### config.mk
export PLATFORM = sky130hd
export DESIGN_NAME = oms_timer
export DESIGN_NICKNAME = d
export VERILOG_FILES = /design/src/oms_pkg.sv /design/src/oms_timer.sv
export VERILOG_INCLUDE_DIRS = /design/src
export SDC_FILE = /design/constraint.sdc
export NUM_CORES = 1
export LEC_CHECK = 0
export ABC_CLOCK_PERIOD_IN_PS = 4250
export BUFFER_PORTS_ARGS = -buffer_cell sky130_fd_sc_hd__buf_2
export CAP_MARGIN = 20
export CORE_MARGIN = 10
export CORE_UTILIZATION = 40
export CTS_BUF_LIST = sky130_fd_sc_hd__clkbuf_8
export DETAILED_ROUTE_END_ITERATION = 6
export GPL_ROUTABILITY_DRIVEN = 0
export PLACE_DENSITY = 0.59
export SYNTH_ARGS = -nofsm -noshare
export SYNTH_HDL_FRONTEND = slang
export SYNTH_SLANG_ARGS = --single-unit
### constraint.sdc
create_clock -name clock_i -period 4.25 [get_ports clock_i]
set_input_delay 0.85 -clock clock_i [delete_from_list [all_inputs] [get_ports clock_i]]
set_output_delay 0.85 -clock clock_i [all_outputs]
set_load 0.01 [all_outputs]
### src/oms_map.svh
// register offsets, field positions, reset values and mode codes of the
// one-shot and monostable timer; definitions only, no logic.
// assumes it is included by its bare name from the design and the bench.
`ifndef OMS_MAP_SVH
`define OMS_MAP_SVH
// ****************************************
// register offsets
// ****************************************
`define OMS_ADDR_COUNT 3'h0
`define OMS_ADDR_PERIOD 3'h1
`define OMS_ADDR_WIDTH 3'h2
`define OMS_ADDR_CTRL 3'h3
`define OMS_ADDR_HLT 3'h4
// ****************************************
// fields and reset values
// ****************************************
`define OMS_CTRL_RUN_BIT 7
`define OMS_HLT_SYNC_BIT 7
`define OMS_HLT_MODE_MSB 4
`define OMS_RST_BYTE 8'h00
`define OMS_RST_MODE 5'h00
// restart delay after an external reset edge, in timer clocks
`define OMS_RESTART_CLOCKS 2
`define OMS_RESTART_HOLD 2'h1
// ****************************************
// mode codes
// ****************************************
`define OMS_MODE_SW 5'h08
`define OMS_MODE_EOS_R 5'h09
`define OMS_MODE_EOS_F 5'h0A
`define OMS_MODE_EOS_A 5'h0B
`define OMS_MODE_HLE_R 5'h0C
`define OMS_MODE_HLE_F 5'h0D
`define OMS_MODE_LRE_L 5'h0E
`define OMS_MODE_LRE_H 5'h0F
`define OMS_MODE_MONO_R 5'h11
`define OMS_MODE_MONO_F 5'h12
`define OMS_MODE_MONO_A 5'h13
`define OMS_MODE_LHL_L 5'h16
`define OMS_MODE_LHL_H 5'h17
`endif

### src/oms_pkg.sv
// types shared by the timer and its bench.
// assumes oms_map.svh carries every register and mode number; the class codes stand here.
package oms_pkg;
  typedef enum logic [2:0] {
    OMS_IDLE = 3'b000,
    OMS_SWOS = 3'b001,
    OMS_EDGEOS = 3'b010,
    OMS_HLEDGE = 3'b011,
    OMS_LVLEDGE = 3'b100,
    OMS_MONO = 3'b101,
    OMS_LVLHL = 3'b110
  } oms_class_e;
  typedef struct packed {
    logic [2:0] addr;
    logic [7:0] wdata;
    logic wr;
    logic rd;
  } oms_bus_s;
  typedef struct packed {
    logic period;
    logic width;
  } oms_match_s;
endpackage

### src/oms_timer.sv
// one-shot, edge, hardware-limit and monostable period timer with a
// double-buffered period and pulse drive for the pwm unit.
// assumes a plain register port on clock_i and an asynchronous trigger pin.
//
// The plain strobed port and the register addresses were decided locally.
`include "oms_map.svh"
module oms_timer
(
  input wire logic clock_i,
  input wire logic rst_n_i,
  input wire oms_pkg::oms_bus_s bus_i,
  input wire logic sleep_i,
  input wire logic external_reset_trigger_i,
  output logic [7:0] rd_data_o,
  output logic pulse_drive_o,
  output oms_pkg::oms_match_s match_o,
  output logic keep_osc_o
);
  // ****************************************
  // declarations
  // ****************************************
  logic ers_meta, ers_sync, ers_prev, rise, fall, run, go, freeze;
  logic prescaler_output_sync, hw_clr, start_ev, ext_rst, load_buf;
  logic [4:0] mode;
  logic [7:0] count_value, period_reg_visible, period_value;
  logic [7:0] pulse_width_value, next_count;
  logic [1:0] hold, next_hold;
  logic wr_count, wr_period, wr_width, wr_ctrl, wr_hlt, next_go;
  oms_pkg::oms_class_e cls;
  logic sel_rise, sel_fall, rst_high, qual, at_reset, at_match, width_hit;
  // ****************************************
  // trigger pin synchroniser and edges
  // ****************************************
  always_ff @(posedge clock_i or negedge rst_n_i)
  begin
    if (!rst_n_i)
    begin
      ers_meta <= 1'b0;
      ers_sync <= 1'b0;
      ers_prev <= 1'b0;
    end
    else
    begin
      ers_meta <= external_reset_trigger_i;
      ers_sync <= ers_meta;
      ers_prev <= ers_sync;
    end
  end
  assign rise = ers_sync & ~ers_prev;
  assign fall = ~ers_sync & ers_prev;
  // ****************************************
  // register strobes
  // ****************************************
  assign wr_count = bus_i.wr && (bus_i.addr == `OMS_ADDR_COUNT);
  assign wr_period = bus_i.wr && (bus_i.addr == `OMS_ADDR_PERIOD);
  assign wr_width = bus_i.wr && (bus_i.addr == `OMS_ADDR_WIDTH);
  assign wr_ctrl = bus_i.wr && (bus_i.addr == `OMS_ADDR_CTRL);
  assign wr_hlt = bus_i.wr && (bus_i.addr == `OMS_ADDR_HLT);
  // timer stands still in sleep only with the synced prescaler
  assign freeze = sleep_i & prescaler_output_sync;
  // ****************************************
  // mode decode
  // ****************************************
  always_comb
  begin
    cls = oms_pkg::OMS_IDLE;
    sel_rise = 1'b0;
    sel_fall = 1'b0;
    rst_high = 1'b0;
    // unlisted codes stay idle
    case (mode)
      `OMS_MODE_SW: cls = oms_pkg::OMS_SWOS;
      `OMS_MODE_EOS_R, `OMS_MODE_EOS_F, `OMS_MODE_EOS_A:
      begin
        cls = oms_pkg::OMS_EDGEOS;
        sel_rise = (mode != `OMS_MODE_EOS_F);
        sel_fall = (mode != `OMS_MODE_EOS_R);
      end
      `OMS_MODE_HLE_R, `OMS_MODE_HLE_F:
      begin
        cls = oms_pkg::OMS_HLEDGE;
        sel_rise = (mode == `OMS_MODE_HLE_R);
        sel_fall = (mode == `OMS_MODE_HLE_F);
      end
      `OMS_MODE_LRE_L, `OMS_MODE_LRE_H:
      begin
        cls = oms_pkg::OMS_LVLEDGE;
        rst_high = (mode == `OMS_MODE_LRE_H);
        sel_rise = ~rst_high;
        sel_fall = rst_high;
      end
      `OMS_MODE_MONO_R, `OMS_MODE_MONO_F, `OMS_MODE_MONO_A:
      begin
        cls = oms_pkg::OMS_MONO;
        sel_rise = (mode != `OMS_MODE_MONO_F);
        sel_fall = (mode != `OMS_MODE_MONO_R);
      end
      `OMS_MODE_LHL_L, `OMS_MODE_LHL_H:
      begin
        cls = oms_pkg::OMS_LVLHL;
        rst_high = (mode == `OMS_MODE_LHL_H);
      end
      default: cls = oms_pkg::OMS_IDLE;
    endcase
  end
  assign qual = (sel_rise & rise) | (sel_fall & fall);
  assign at_reset = rst_high ? ers_sync : ~ers_sync;
  // compare the period against the hidden buffer, never the visible copy
  assign at_match = go && (hold == 2'h0) && (count_value == period_value);
  assign width_hit = go && (hold == 2'h0) &&
    (count_value == pulse_width_value);
  // ****************************************
  // start and reset state machine
  // ****************************************
  always_comb
  begin
    next_go = go;
    start_ev = 1'b0;
    ext_rst = 1'b0;
    unique case (cls)
      oms_pkg::OMS_IDLE: next_go = 1'b0;
      oms_pkg::OMS_SWOS:
      begin
        next_go = run;
        start_ev = run & ~go & (count_value == 8'h00);
      end
      oms_pkg::OMS_EDGEOS, oms_pkg::OMS_MONO:
      begin
        // a rerun waits for a new edge
        if (!run)
          next_go = 1'b0;
        else if (!go && qual)
        begin
          next_go = 1'b1;
          start_ev = 1'b1;
        end
      end
      oms_pkg::OMS_HLEDGE:
      begin
        // edges have no effect while stopped
        if (!run)
          next_go = 1'b0;
        else if (qual)
        begin
          next_go = 1'b1;
          ext_rst = go;
          start_ev = ~go;
        end
      end
      oms_pkg::OMS_LVLEDGE:
      begin
        if (at_reset)
        begin
          next_go = 1'b0;
          ext_rst = run;
        end
        else if (!run)
          next_go = 1'b0;
        else if (!go && qual)
        begin
          next_go = 1'b1;
          start_ev = 1'b1;
        end
      end
      oms_pkg::OMS_LVLHL:
      begin
        // either order of run and level starts the count
        next_go = run & ~at_reset;
        start_ev = run & ~at_reset & ~go;
        ext_rst = run & at_reset;
      end
    endcase
  end
  // ****************************************
  // counter next value
  // ****************************************
  always_comb
  begin
    next_count = count_value;
    next_hold = hold;
    hw_clr = 1'b0;
    if (cls == oms_pkg::OMS_IDLE)
      next_count = 8'h00;
    else if (ext_rst)
    begin
      next_count = 8'h00;
      if (cls == oms_pkg::OMS_HLEDGE)
        next_hold = `OMS_RESTART_HOLD;
    end
    else if (go && hold != 2'h0)
      next_hold = hold - 2'h1;
    else if (at_match)
    begin
      next_count = 8'h00;
      // monostable keeps run set
      hw_clr = (cls != oms_pkg::OMS_MONO);
    end
    else if (go && (run || cls == oms_pkg::OMS_SWOS ||
      cls == oms_pkg::OMS_EDGEOS))
      next_count = count_value + 8'h01;
    else if (cls != oms_pkg::OMS_SWOS && cls != oms_pkg::OMS_EDGEOS)
      next_count = 8'h00;
  end
  // ****************************************
  // timer state
  // ****************************************
  always_ff @(posedge clock_i or negedge rst_n_i)
  begin
    if (!rst_n_i)
    begin
      count_value <= `OMS_RST_BYTE;
      go <= 1'b0;
      hold <= 2'h0;
    end
    else if (wr_count)
    begin
      count_value <= bus_i.wdata;
      hold <= 2'h0;
    end
    else if (!freeze)
    begin
      count_value <= next_count;
      go <= (at_match && !ext_rst) ? 1'b0 : next_go;
      hold <= next_hold;
    end
  end
  // a software write wins over the hardware clear of the same cycle
  always_ff @(posedge clock_i or negedge rst_n_i)
  begin
    if (!rst_n_i)
      run <= 1'b0;
    else if (wr_ctrl)
      run <= bus_i.wdata[`OMS_CTRL_RUN_BIT];
    else if (hw_clr && !freeze)
      run <= 1'b0;
  end
  always_ff @(posedge clock_i or negedge rst_n_i)
  begin
    if (!rst_n_i)
    begin
      mode <= `OMS_RST_MODE;
      prescaler_output_sync <= 1'b0;
    end
    else if (wr_hlt)
    begin
      mode <= bus_i.wdata[`OMS_HLT_MODE_MSB:0];
      prescaler_output_sync <= bus_i.wdata[`OMS_HLT_SYNC_BIT];
    end
  end
  // ****************************************
  // period and width registers
  // ****************************************
  // prescaler is fixed at one to one, so every match is a rollover
  assign load_buf = wr_count | wr_ctrl | wr_hlt |
    (!freeze & (at_match | ext_rst));
  always_ff @(posedge clock_i or negedge rst_n_i)
  begin
    if (!rst_n_i)
    begin
      period_reg_visible <= `OMS_RST_BYTE;
      pulse_width_value <= `OMS_RST_BYTE;
    end
    else
    begin
      if (wr_period)
        period_reg_visible <= bus_i.wdata;
      if (wr_width)
        pulse_width_value <= bus_i.wdata;
    end
  end
  always_ff @(posedge clock_i or negedge rst_n_i)
  begin
    if (!rst_n_i)
      period_value <= `OMS_RST_BYTE;
    else if (load_buf)
      period_value <= period_reg_visible;
  end
  // ****************************************
  // pulse drive and match outputs
  // ****************************************
  // run clear leaves the drive alone, which stretches the pulse
  always_ff @(posedge clock_i or negedge rst_n_i)
  begin
    if (!rst_n_i)
      pulse_drive_o <= 1'b0;
    else if (cls == oms_pkg::OMS_IDLE)
      pulse_drive_o <= 1'b0;
    else if (!freeze)
    begin
      if (start_ev || (ext_rst && cls == oms_pkg::OMS_HLEDGE))
        pulse_drive_o <= 1'b1;
      else if (width_hit)
        pulse_drive_o <= 1'b0;
    end
  end
  always_ff @(posedge clock_i or negedge rst_n_i)
  begin
    if (!rst_n_i)
    begin
      match_o <= '0;
      keep_osc_o <= 1'b0;
    end
    else
    begin
      match_o.period <= at_match & ~freeze & ~wr_count;
      match_o.width <= width_hit & ~freeze & ~wr_count;
      keep_osc_o <= sleep_i & ~prescaler_output_sync;
    end
  end
  // ****************************************
  // read port
  // ****************************************
  always_ff @(posedge clock_i or negedge rst_n_i)
  begin
    if (!rst_n_i)
      rd_data_o <= `OMS_RST_BYTE;
    else if (!bus_i.rd)
      rd_data_o <= `OMS_RST_BYTE;
    else
    begin
      case (bus_i.addr)
        `OMS_ADDR_COUNT: rd_data_o <= count_value;
        `OMS_ADDR_PERIOD: rd_data_o <= period_reg_visible;
        `OMS_ADDR_WIDTH: rd_data_o <= pulse_width_value;
        `OMS_ADDR_CTRL: rd_data_o <= {run, 7'h00};
        `OMS_ADDR_HLT: rd_data_o <= {prescaler_output_sync, 2'h0, mode};
        default: rd_data_o <= `OMS_RST_BYTE;
      endcase
    end
  end
endmodule

# ---- Yosys cells after proc, flatten, opt, wreduce, memory -nomap -nowiden
# Index checks and enable logic that the tools add are counted.
dict set report op_classes {
  add_sub_neg 2
  eq_ne 38
  n_mux 48
  bitwise_logic 29
  n_reduce_logical 40
}
# operator n
set ops {}
lappend ops {{$mux W8} 9}
lappend ops {{$eq A5 B4 Y1 const B} 8}
lappend ops {{$pmux W8 S5} 1}
lappend ops {{$eq A5 B5 Y1 const B} 5}
lappend ops {{$mux W1} 25}
lappend ops {{$pmux W3 S6} 1}
lappend ops {{$and A1 B1 Y1} 16}
lappend ops {{$eq A8 B8 Y1} 2}
lappend ops {{$logic_and A1 B1 Y1} 15}
lappend ops {{$eq A3 B2 Y1 const B} 4}
lappend ops {{$eq A3 B3 Y1 const B} 4}
lappend ops {{$mux W2} 6}
lappend ops {{$ne A5 B4 Y1 const B} 2}
lappend ops {{$ne A5 B5 Y1 const B} 2}
lappend ops {{$add A8 B1 Y8 const B} 1}
lappend ops {{$logic_not A8 Y1} 1}
lappend ops {{$not A1 Y1} 8}
lappend ops {{$pmux W1 S4} 2}
lappend ops {{$reduce_or A2 Y1} 4}
lappend ops {{$eq A3 B1 Y1 const B} 2}
lappend ops {{$logic_not A3 Y1} 2}
lappend ops {{$ne A3 B1 Y1 const B} 2}
lappend ops {{$pmux W1 S6} 1}
lappend ops {{$reduce_and A3 Y1} 2}
lappend ops {{20 further kinds} 32}
dict set report totals {
  reg_bits 57
  in_bits 17
  out_inout_bits 12
  word_cells 174
}

# ---- Depth between registers and ports, before layout
dict set report depth {
  word_depth 14
  ltp_mapped 9
  depth_no_buf 8
}

# ---- Worst setup path after synthesis
# OpenSTA, ideal clock, no wires.
dict set report synth_timing {
  kind {in2reg}
  from {in bus_i[10] (netlist bit)}
  to {reg period_value[0]}
  setup_time_ps 125
  t_arrival_ps 2173
  required_time_ps 4125
  path_slack_ps 1952
  path_stages 5
  n_path_buf 1
  cell_sequence {clkbuf_1 -> nor2b_1 -> a21oi_1 -> o22ai_4 -> mux2_4}
}
dict set report synth_between {
  elab_chain_len 5
  word_cells_on_any_way 9
  cone_classes {eq/ne: 2; bitwise: 3; reduce/logical: 4}
}
# item line_no
set synth_lines {}
lappend synth_lines {{start: declaration} oms_timer.sv:11} ;# input wire oms_pkg::oms_bus_s bus_i,
lappend synth_lines {{$eq A3 B2 Y1 or $logic_not A3 Y1 (tied branches)} -}
lappend synth_lines {{$logic_and A1 B1 Y1 (on tied branches)} {oms_timer.sv:57, oms_timer.sv:54}}
lappend synth_lines {{$or A1 B1 Y1} oms_timer.sv:254} ;# assign load_buf = wr_count | wr_ctrl | wr_hlt |
lappend synth_lines {{$or A1 B1 Y1 (*) (2 in series)} oms_timer.sv:254}
lappend synth_lines {{end signal: assignment} oms_timer.sv:274} ;# period_value <= `OMS_RST_BYTE;
lappend synth_lines {{end signal: assignment} oms_timer.sv:276} ;# period_value <= period_reg_visible;
lappend synth_lines {{end: declaration} oms_timer.sv:25} ;# logic [7:0] count_value, period_reg_visible, period_value;
# Every way passes the cells marked *; elsewhere a longest branch is shown, timed or not.
# A chain may end at the register's enable or synchronous reset.

# ---- Final worst setup path
dict set report layout_timing {
  from {reg mode[3]}
  to {reg period_value[6]}
}
dict set report layout_between {
  elab_chain_len 11
  word_cells_on_any_way 42
  cone_classes {eq/ne: 20; mux: 9; bitwise: 8; reduce/logical: 5}
}
# item line_no
set layout_lines {}
lappend layout_lines {{start: declaration} oms_timer.sv:24} ;# logic [4:0] mode;
lappend layout_lines {{start signal: assignment} oms_timer.sv:241} ;# mode <= `OMS_RST_MODE;
lappend layout_lines {{start signal: assignment} oms_timer.sv:246} ;# mode <= bus_i.wdata[`OMS_HLT_MODE_MSB:0];
lappend layout_lines {{$eq A5 B5 Y1 or $eq A5 B4 Y1 (tied branches)} oms_timer.sv:71} ;# case (mode)
lappend layout_lines {{$reduce_or A3 Y1, or another cell as far along} oms_timer.sv:71}
lappend layout_lines {{$pmux W1 S4} oms_timer.sv:71}
lappend layout_lines {{$and A1 B1 Y1} oms_timer.sv:106} ;# assign qual = (sel_rise & rise) | (sel_fall & fall);
lappend layout_lines {{$or A1 B1 Y1} oms_timer.sv:106}
lappend layout_lines {{$mux W1} oms_timer.sv:143} ;# else if (qual)
lappend layout_lines {{$mux W1} oms_timer.sv:141} ;# if (!run)
lappend layout_lines {{$pmux W1 S3 (*)} oms_timer.sv:120} ;# unique case (cls)
lappend layout_lines {{$or A1 B1 Y1 (*)} oms_timer.sv:255} ;# (!freeze & (at_match | ext_rst));
lappend layout_lines {{$and A1 B1 Y1 (*)} oms_timer.sv:255}
lappend layout_lines {{$or A1 B1 Y1 (*)} oms_timer.sv:254}
# Marks and branches as above.

==> flow_metrics.py <==
metrics = {
    "finish": {
        "finalNetCount": 362,
        "layout-drive-gt1-share": 0.2594,
        "syn2layout_area_growth_pct": 11.79,
        "fin_cells": 452,
        "insertedDiodeCount": 0,
    },
    "floorplanning": {
        "core.rowCount": 33,
        "initial_utilization": 0.4084,
        "die_h_um": 111.1,
        "die_x_um": 111.1,
        "die_area_sq_mm": 0.01235,
        "io_pins": 29,
        "core_area_sq_mm": 0.008134,
    },
    "power": {
        "internal_power_mw": 1.173,
        "power.density_mw_per_mm2": 477.3,
        "p_sw_mw": 0.5995,
        "comb_power_share": 0.264,
        "p_leak_nw": 1.595,
        "ir_drop_uv": 140.3,
        "p_clk_frac": 0.298,
        "seqPwrFrac": 0.439,
        "p_sw_frac": 0.3382,
    },
    "critical_path": {
        "start_kind": "flip-flop",
        "critical-path-max-stage-delay_ns": 0.54,
        "regToRegSetupSlack_ns": 1.64,
        "cp-endpoint": "period_value[6]$_DFFE_PN0P_",
        "cp.arrival_ns": 2.84,
        "reg2reg_to": "period_value[6]$_DFFE_PN0P_",
        "cp-startpoint": "mode[3]$_DFFE_PN0P_",
        "crit_slowest_cell": "dfrtp_1",
        "cp_num_cells": 7,
        "crit_family": "compound AO/OA/AOI/OAI gates",
        "crit_fanout": 9,
        "rr_startpoint": "mode[3]$_DFFE_PN0P_",
        "path_class": "flip-flop to flip-flop",
        "cp-end-kind": "flip-flop",
        "path_cells": "xnor2_4, a211oi_2, nor4_4, o2bb2ai_4, a21oi_2, o22ai_4, mux2_4",
        "critPathBufInv": 0,
        "worstRegToRegCells": 7,
        "cp.required_ns": 4.48,
    },
    "grt": {
        "grt_max_degree": 32,
        "grt_use_total": 0.1315,
        "grt_pass1_wl_mm": 13.24,
        "grt_pass1_vias": 2536,
        "antenna_found_initial": 0,
        "gr-total-overflow": 0,
    },
    "run_status": {
        "status": "finished, final reports clean",
    },
    "timing": {
        "drv_slew": 0,
        "rsz0062_at_grt": "no",
        "fmax_mhz": 383.2,
        "skew_ns": 0.008692,
        "finalHoldViolations": 0,
        "slew_headroom": 0.4845,
        "post-route-min-period_ns": 2.609,
        "tightest_slew_ns": 0.7704,
        "setup_viol": 0,
        "final.period_utilization": 0.6140,
        "fin_tns_setup_ns": 0,
    },
    "detailed_routing": {
        "via_per_inst": 5.518,
        "ant_nets": 0,
        "drcViolationCount": 0,
        "wl_per_cell_um": 18.02,
        "wirelength_mm": 8.144,
        "initialDrtViolationCount": 185,
        "firstDrtPassIters": 5,
        "route.vias.total": 2494,
    },
    "run": {
        "maxCapViolations": 0,
    },
    "clocking": {
        "clkTransAtPathRegs_ns": 0.06,
        "cts_buffers": 9,
        "cts_hold_buf": 0,
        "clkSinkCount": 57,
        "cts_setup_buffers": 0,
        "tritoncts": "done",
        "clock_tree.buffer_depth": 2,
        "htreeDepth": 3,
        "clockRootBuffer": "clkbuf_8",
        "clk-insertion-delay-late_ns": 0.35,
        "cts_resized": 0,
    },
    "logic_synthesis": {
        "netlist-cell-type-count": 61,
        "synth_flop_cell": "dfrtp_1",
        "synth_nets": 343,
        "synth-edff-count": 0,
        "syn_area_sq_mm": 0.003322,
        "ys_seq_elements": 57,
        "ys_seq_area_frac": 0.4294,
        "syn_inst": 323,
        "postSynthAreaPerCell_sq_um": 10.28,
        "ys.warnings.count": 0,
        "ys_async_sr_fraction": 1.000,
    },
    "placed_design": {
        "numPortBuffers": 28,
        "hpwl_mm": 6.043,
        "dpl.cell_count": 436,
    },
    "hold_path": {
        "holdCritPathClass": "flip-flop to flip-flop",
    },
}
-- routing by layer --
metal | up-vias | part of all wire | track usage
met5 | - | 0 | 0
met2 | 61 | 0.45 | 0.2072
met3 | 11 | 0.060 | 0.03139
met4 | 0 | 0.013 | 0.05570
met1 | 1230 | 0.47 | 0.1676
li1 | 1192 | - | -
-- metrics by stage --
| stage | hold slack [ns] | area [sq um] | power, mW | utilization | setup slack (ns) |
|---|---|---|---|---|---|
| CTS | 0.3529 | 3714 | 1.782 | 0.4565 | 1.619 |
| floorplan | 0.3312 | 3322 | 1.125 | - | 1.952 |
| finish | 0.3502 | 3714 | 1.772 | 0.4565 | 1.641 |
| detailed placement | 0.3379 | 3507 | 1.253 | 0.4312 | 1.604 |
| global placement | 0.3339 | 3507 | 1.247 | 0.4312 | 1.598 |
| global route | 0.3579 | 3714 | 1.867 | 0.4565 | 1.483 |
-- placed cells by master, fill, tap and decap left out, types with 2 or more instances in the layout --
cell and n:
a21oi_1 21, a221oi_1 2, a22oi_1 4, a32oi_1 2, and2_1 9, and3_1 3, buf_2 28, clkbuf_8 11
dfrtp_1 57, ha_1 3, inv_1 13, mux2_2 24, mux2_4 8, mux2i_1 7, nand2_1 20, nand2b_1 3
nand3_1 12, nor2_1 21, nor2b_1 6, nor3_1 9, nor3b_1 4, nor4_1 5, o21ai_0 9, o22ai_1 7
o31ai_1 2, o32ai_1 2, or3_1 2, xnor2_1 5, xor2_1 13
-- power by group through the flow --
stage                     Clock [mW]  Combinational (mW)  Sequential, mW
after detailed placement           0               0.468           0.785
after global placement             0               0.461           0.785
after global routing           0.556               0.519           0.793
after floorplan                    0               0.407           0.718
final                          0.528               0.467           0.777
after CTS                      0.536               0.468           0.777
-- cell usage after synthesis, types with 2 or more instances --
library cell / n / area (sq um)
xor2_1: 13 / 113.9
mux2_2: 24 / 270.3
mux2_4: 8 / 120.1
nor3b_1: 4 / 30.03
and3_1: 3 / 18.77
inv_1: 12 / 45.04
o32ai_1: 2 / 17.52
a221oi_1: 2 / 17.52
nand3_1: 12 / 60.06
nand2b_1: 3 / 18.77
nor2b_1: 6 / 37.54
o21ai_0: 9 / 45.04
o22ai_1: 7 / 43.79
a32oi_1: 2 / 17.52
a22oi_1: 4 / 30.03
and2_1: 9 / 56.30
mux2i_1: 7 / 70.07
nor3_1: 9 / 45.04
buf_2: 3 / 15.01
or3_1: 2 / 12.51
nand2_1: 20 / 75.07
clkbuf_1: 14 / 52.55
o31ai_1: 2 / 15.01
dfrtp_1: 57 / 1426
ha_1: 3 / 37.54
buf_4: 3 / 22.52
xnor2_1: 5 / 43.79
nor4_1: 5 / 31.28
nor2_1: 21 / 78.83
a21oi_1: 21 / 105.1
-- worst register-to-register path, delay by kind of cell, from the launching register on --
kind,cells,cell delay [ns]
compound gates,4,0.84
xor+xnor,1,0.35
flops,1,0.54
mux,1,0.34
simple gates,1,0.42
-- kinds of logic after synthesis --
kind of cell / synth area share
DFF: 0.4294
AOI/OAI and AO/OA: 0.1514
buffers and inverters: 0.04180
xor gates and xnor gates: 0.05574
adders and majority gates: 0.01130
and+or+nand+nor: 0.1718
muxes: 0.1386
-- sequential cells by signal, summed over array words and instances (netlist names), 2 cells and up --
register,flops
count_value,8
rd_data_o,8
pulse_width_value,8
period_reg_visible,8
hold,2
mode,5
match_o,2
period_value,8
-- cell type report --
class | count | area (sq um)
clock buffer | 11 | 151.4
fill | 770 | 4420
timing repair buffer | 29 | 147.6
tap | 105 | 131.4
clock inverter | 5 | 55.05
multi-input combinational | 233 | 1757
inverter | 12 | 45.04
sequential | 57 | 1426
-- worst min-delay path by stage --
stage | end | from | slack (ns) | cells after the start
final | ers_sync$_DFF_PN0_ | ers_meta$_DFF_PN0_ | 0.35 | 0
after global routing | ers_sync$_DFF_PN0_ | ers_meta$_DFF_PN0_ | 0.36 | 0
after CTS | ers_sync$_DFF_PN0_ | ers_meta$_DFF_PN0_ | 0.35 | 0
after detailed placement | ers_sync$_DFF_PN0_ | ers_meta$_DFF_PN0_ | 0.34 | 0
after global placement | ers_sync$_DFF_PN0_ | ers_meta$_DFF_PN0_ | 0.33 | 0
after floorplan | ers_sync$_DFF_PN0_ | ers_meta$_DFF_PN0_ | 0.33 | 0
Note: power is estimated with default switching activity, not from simulation.
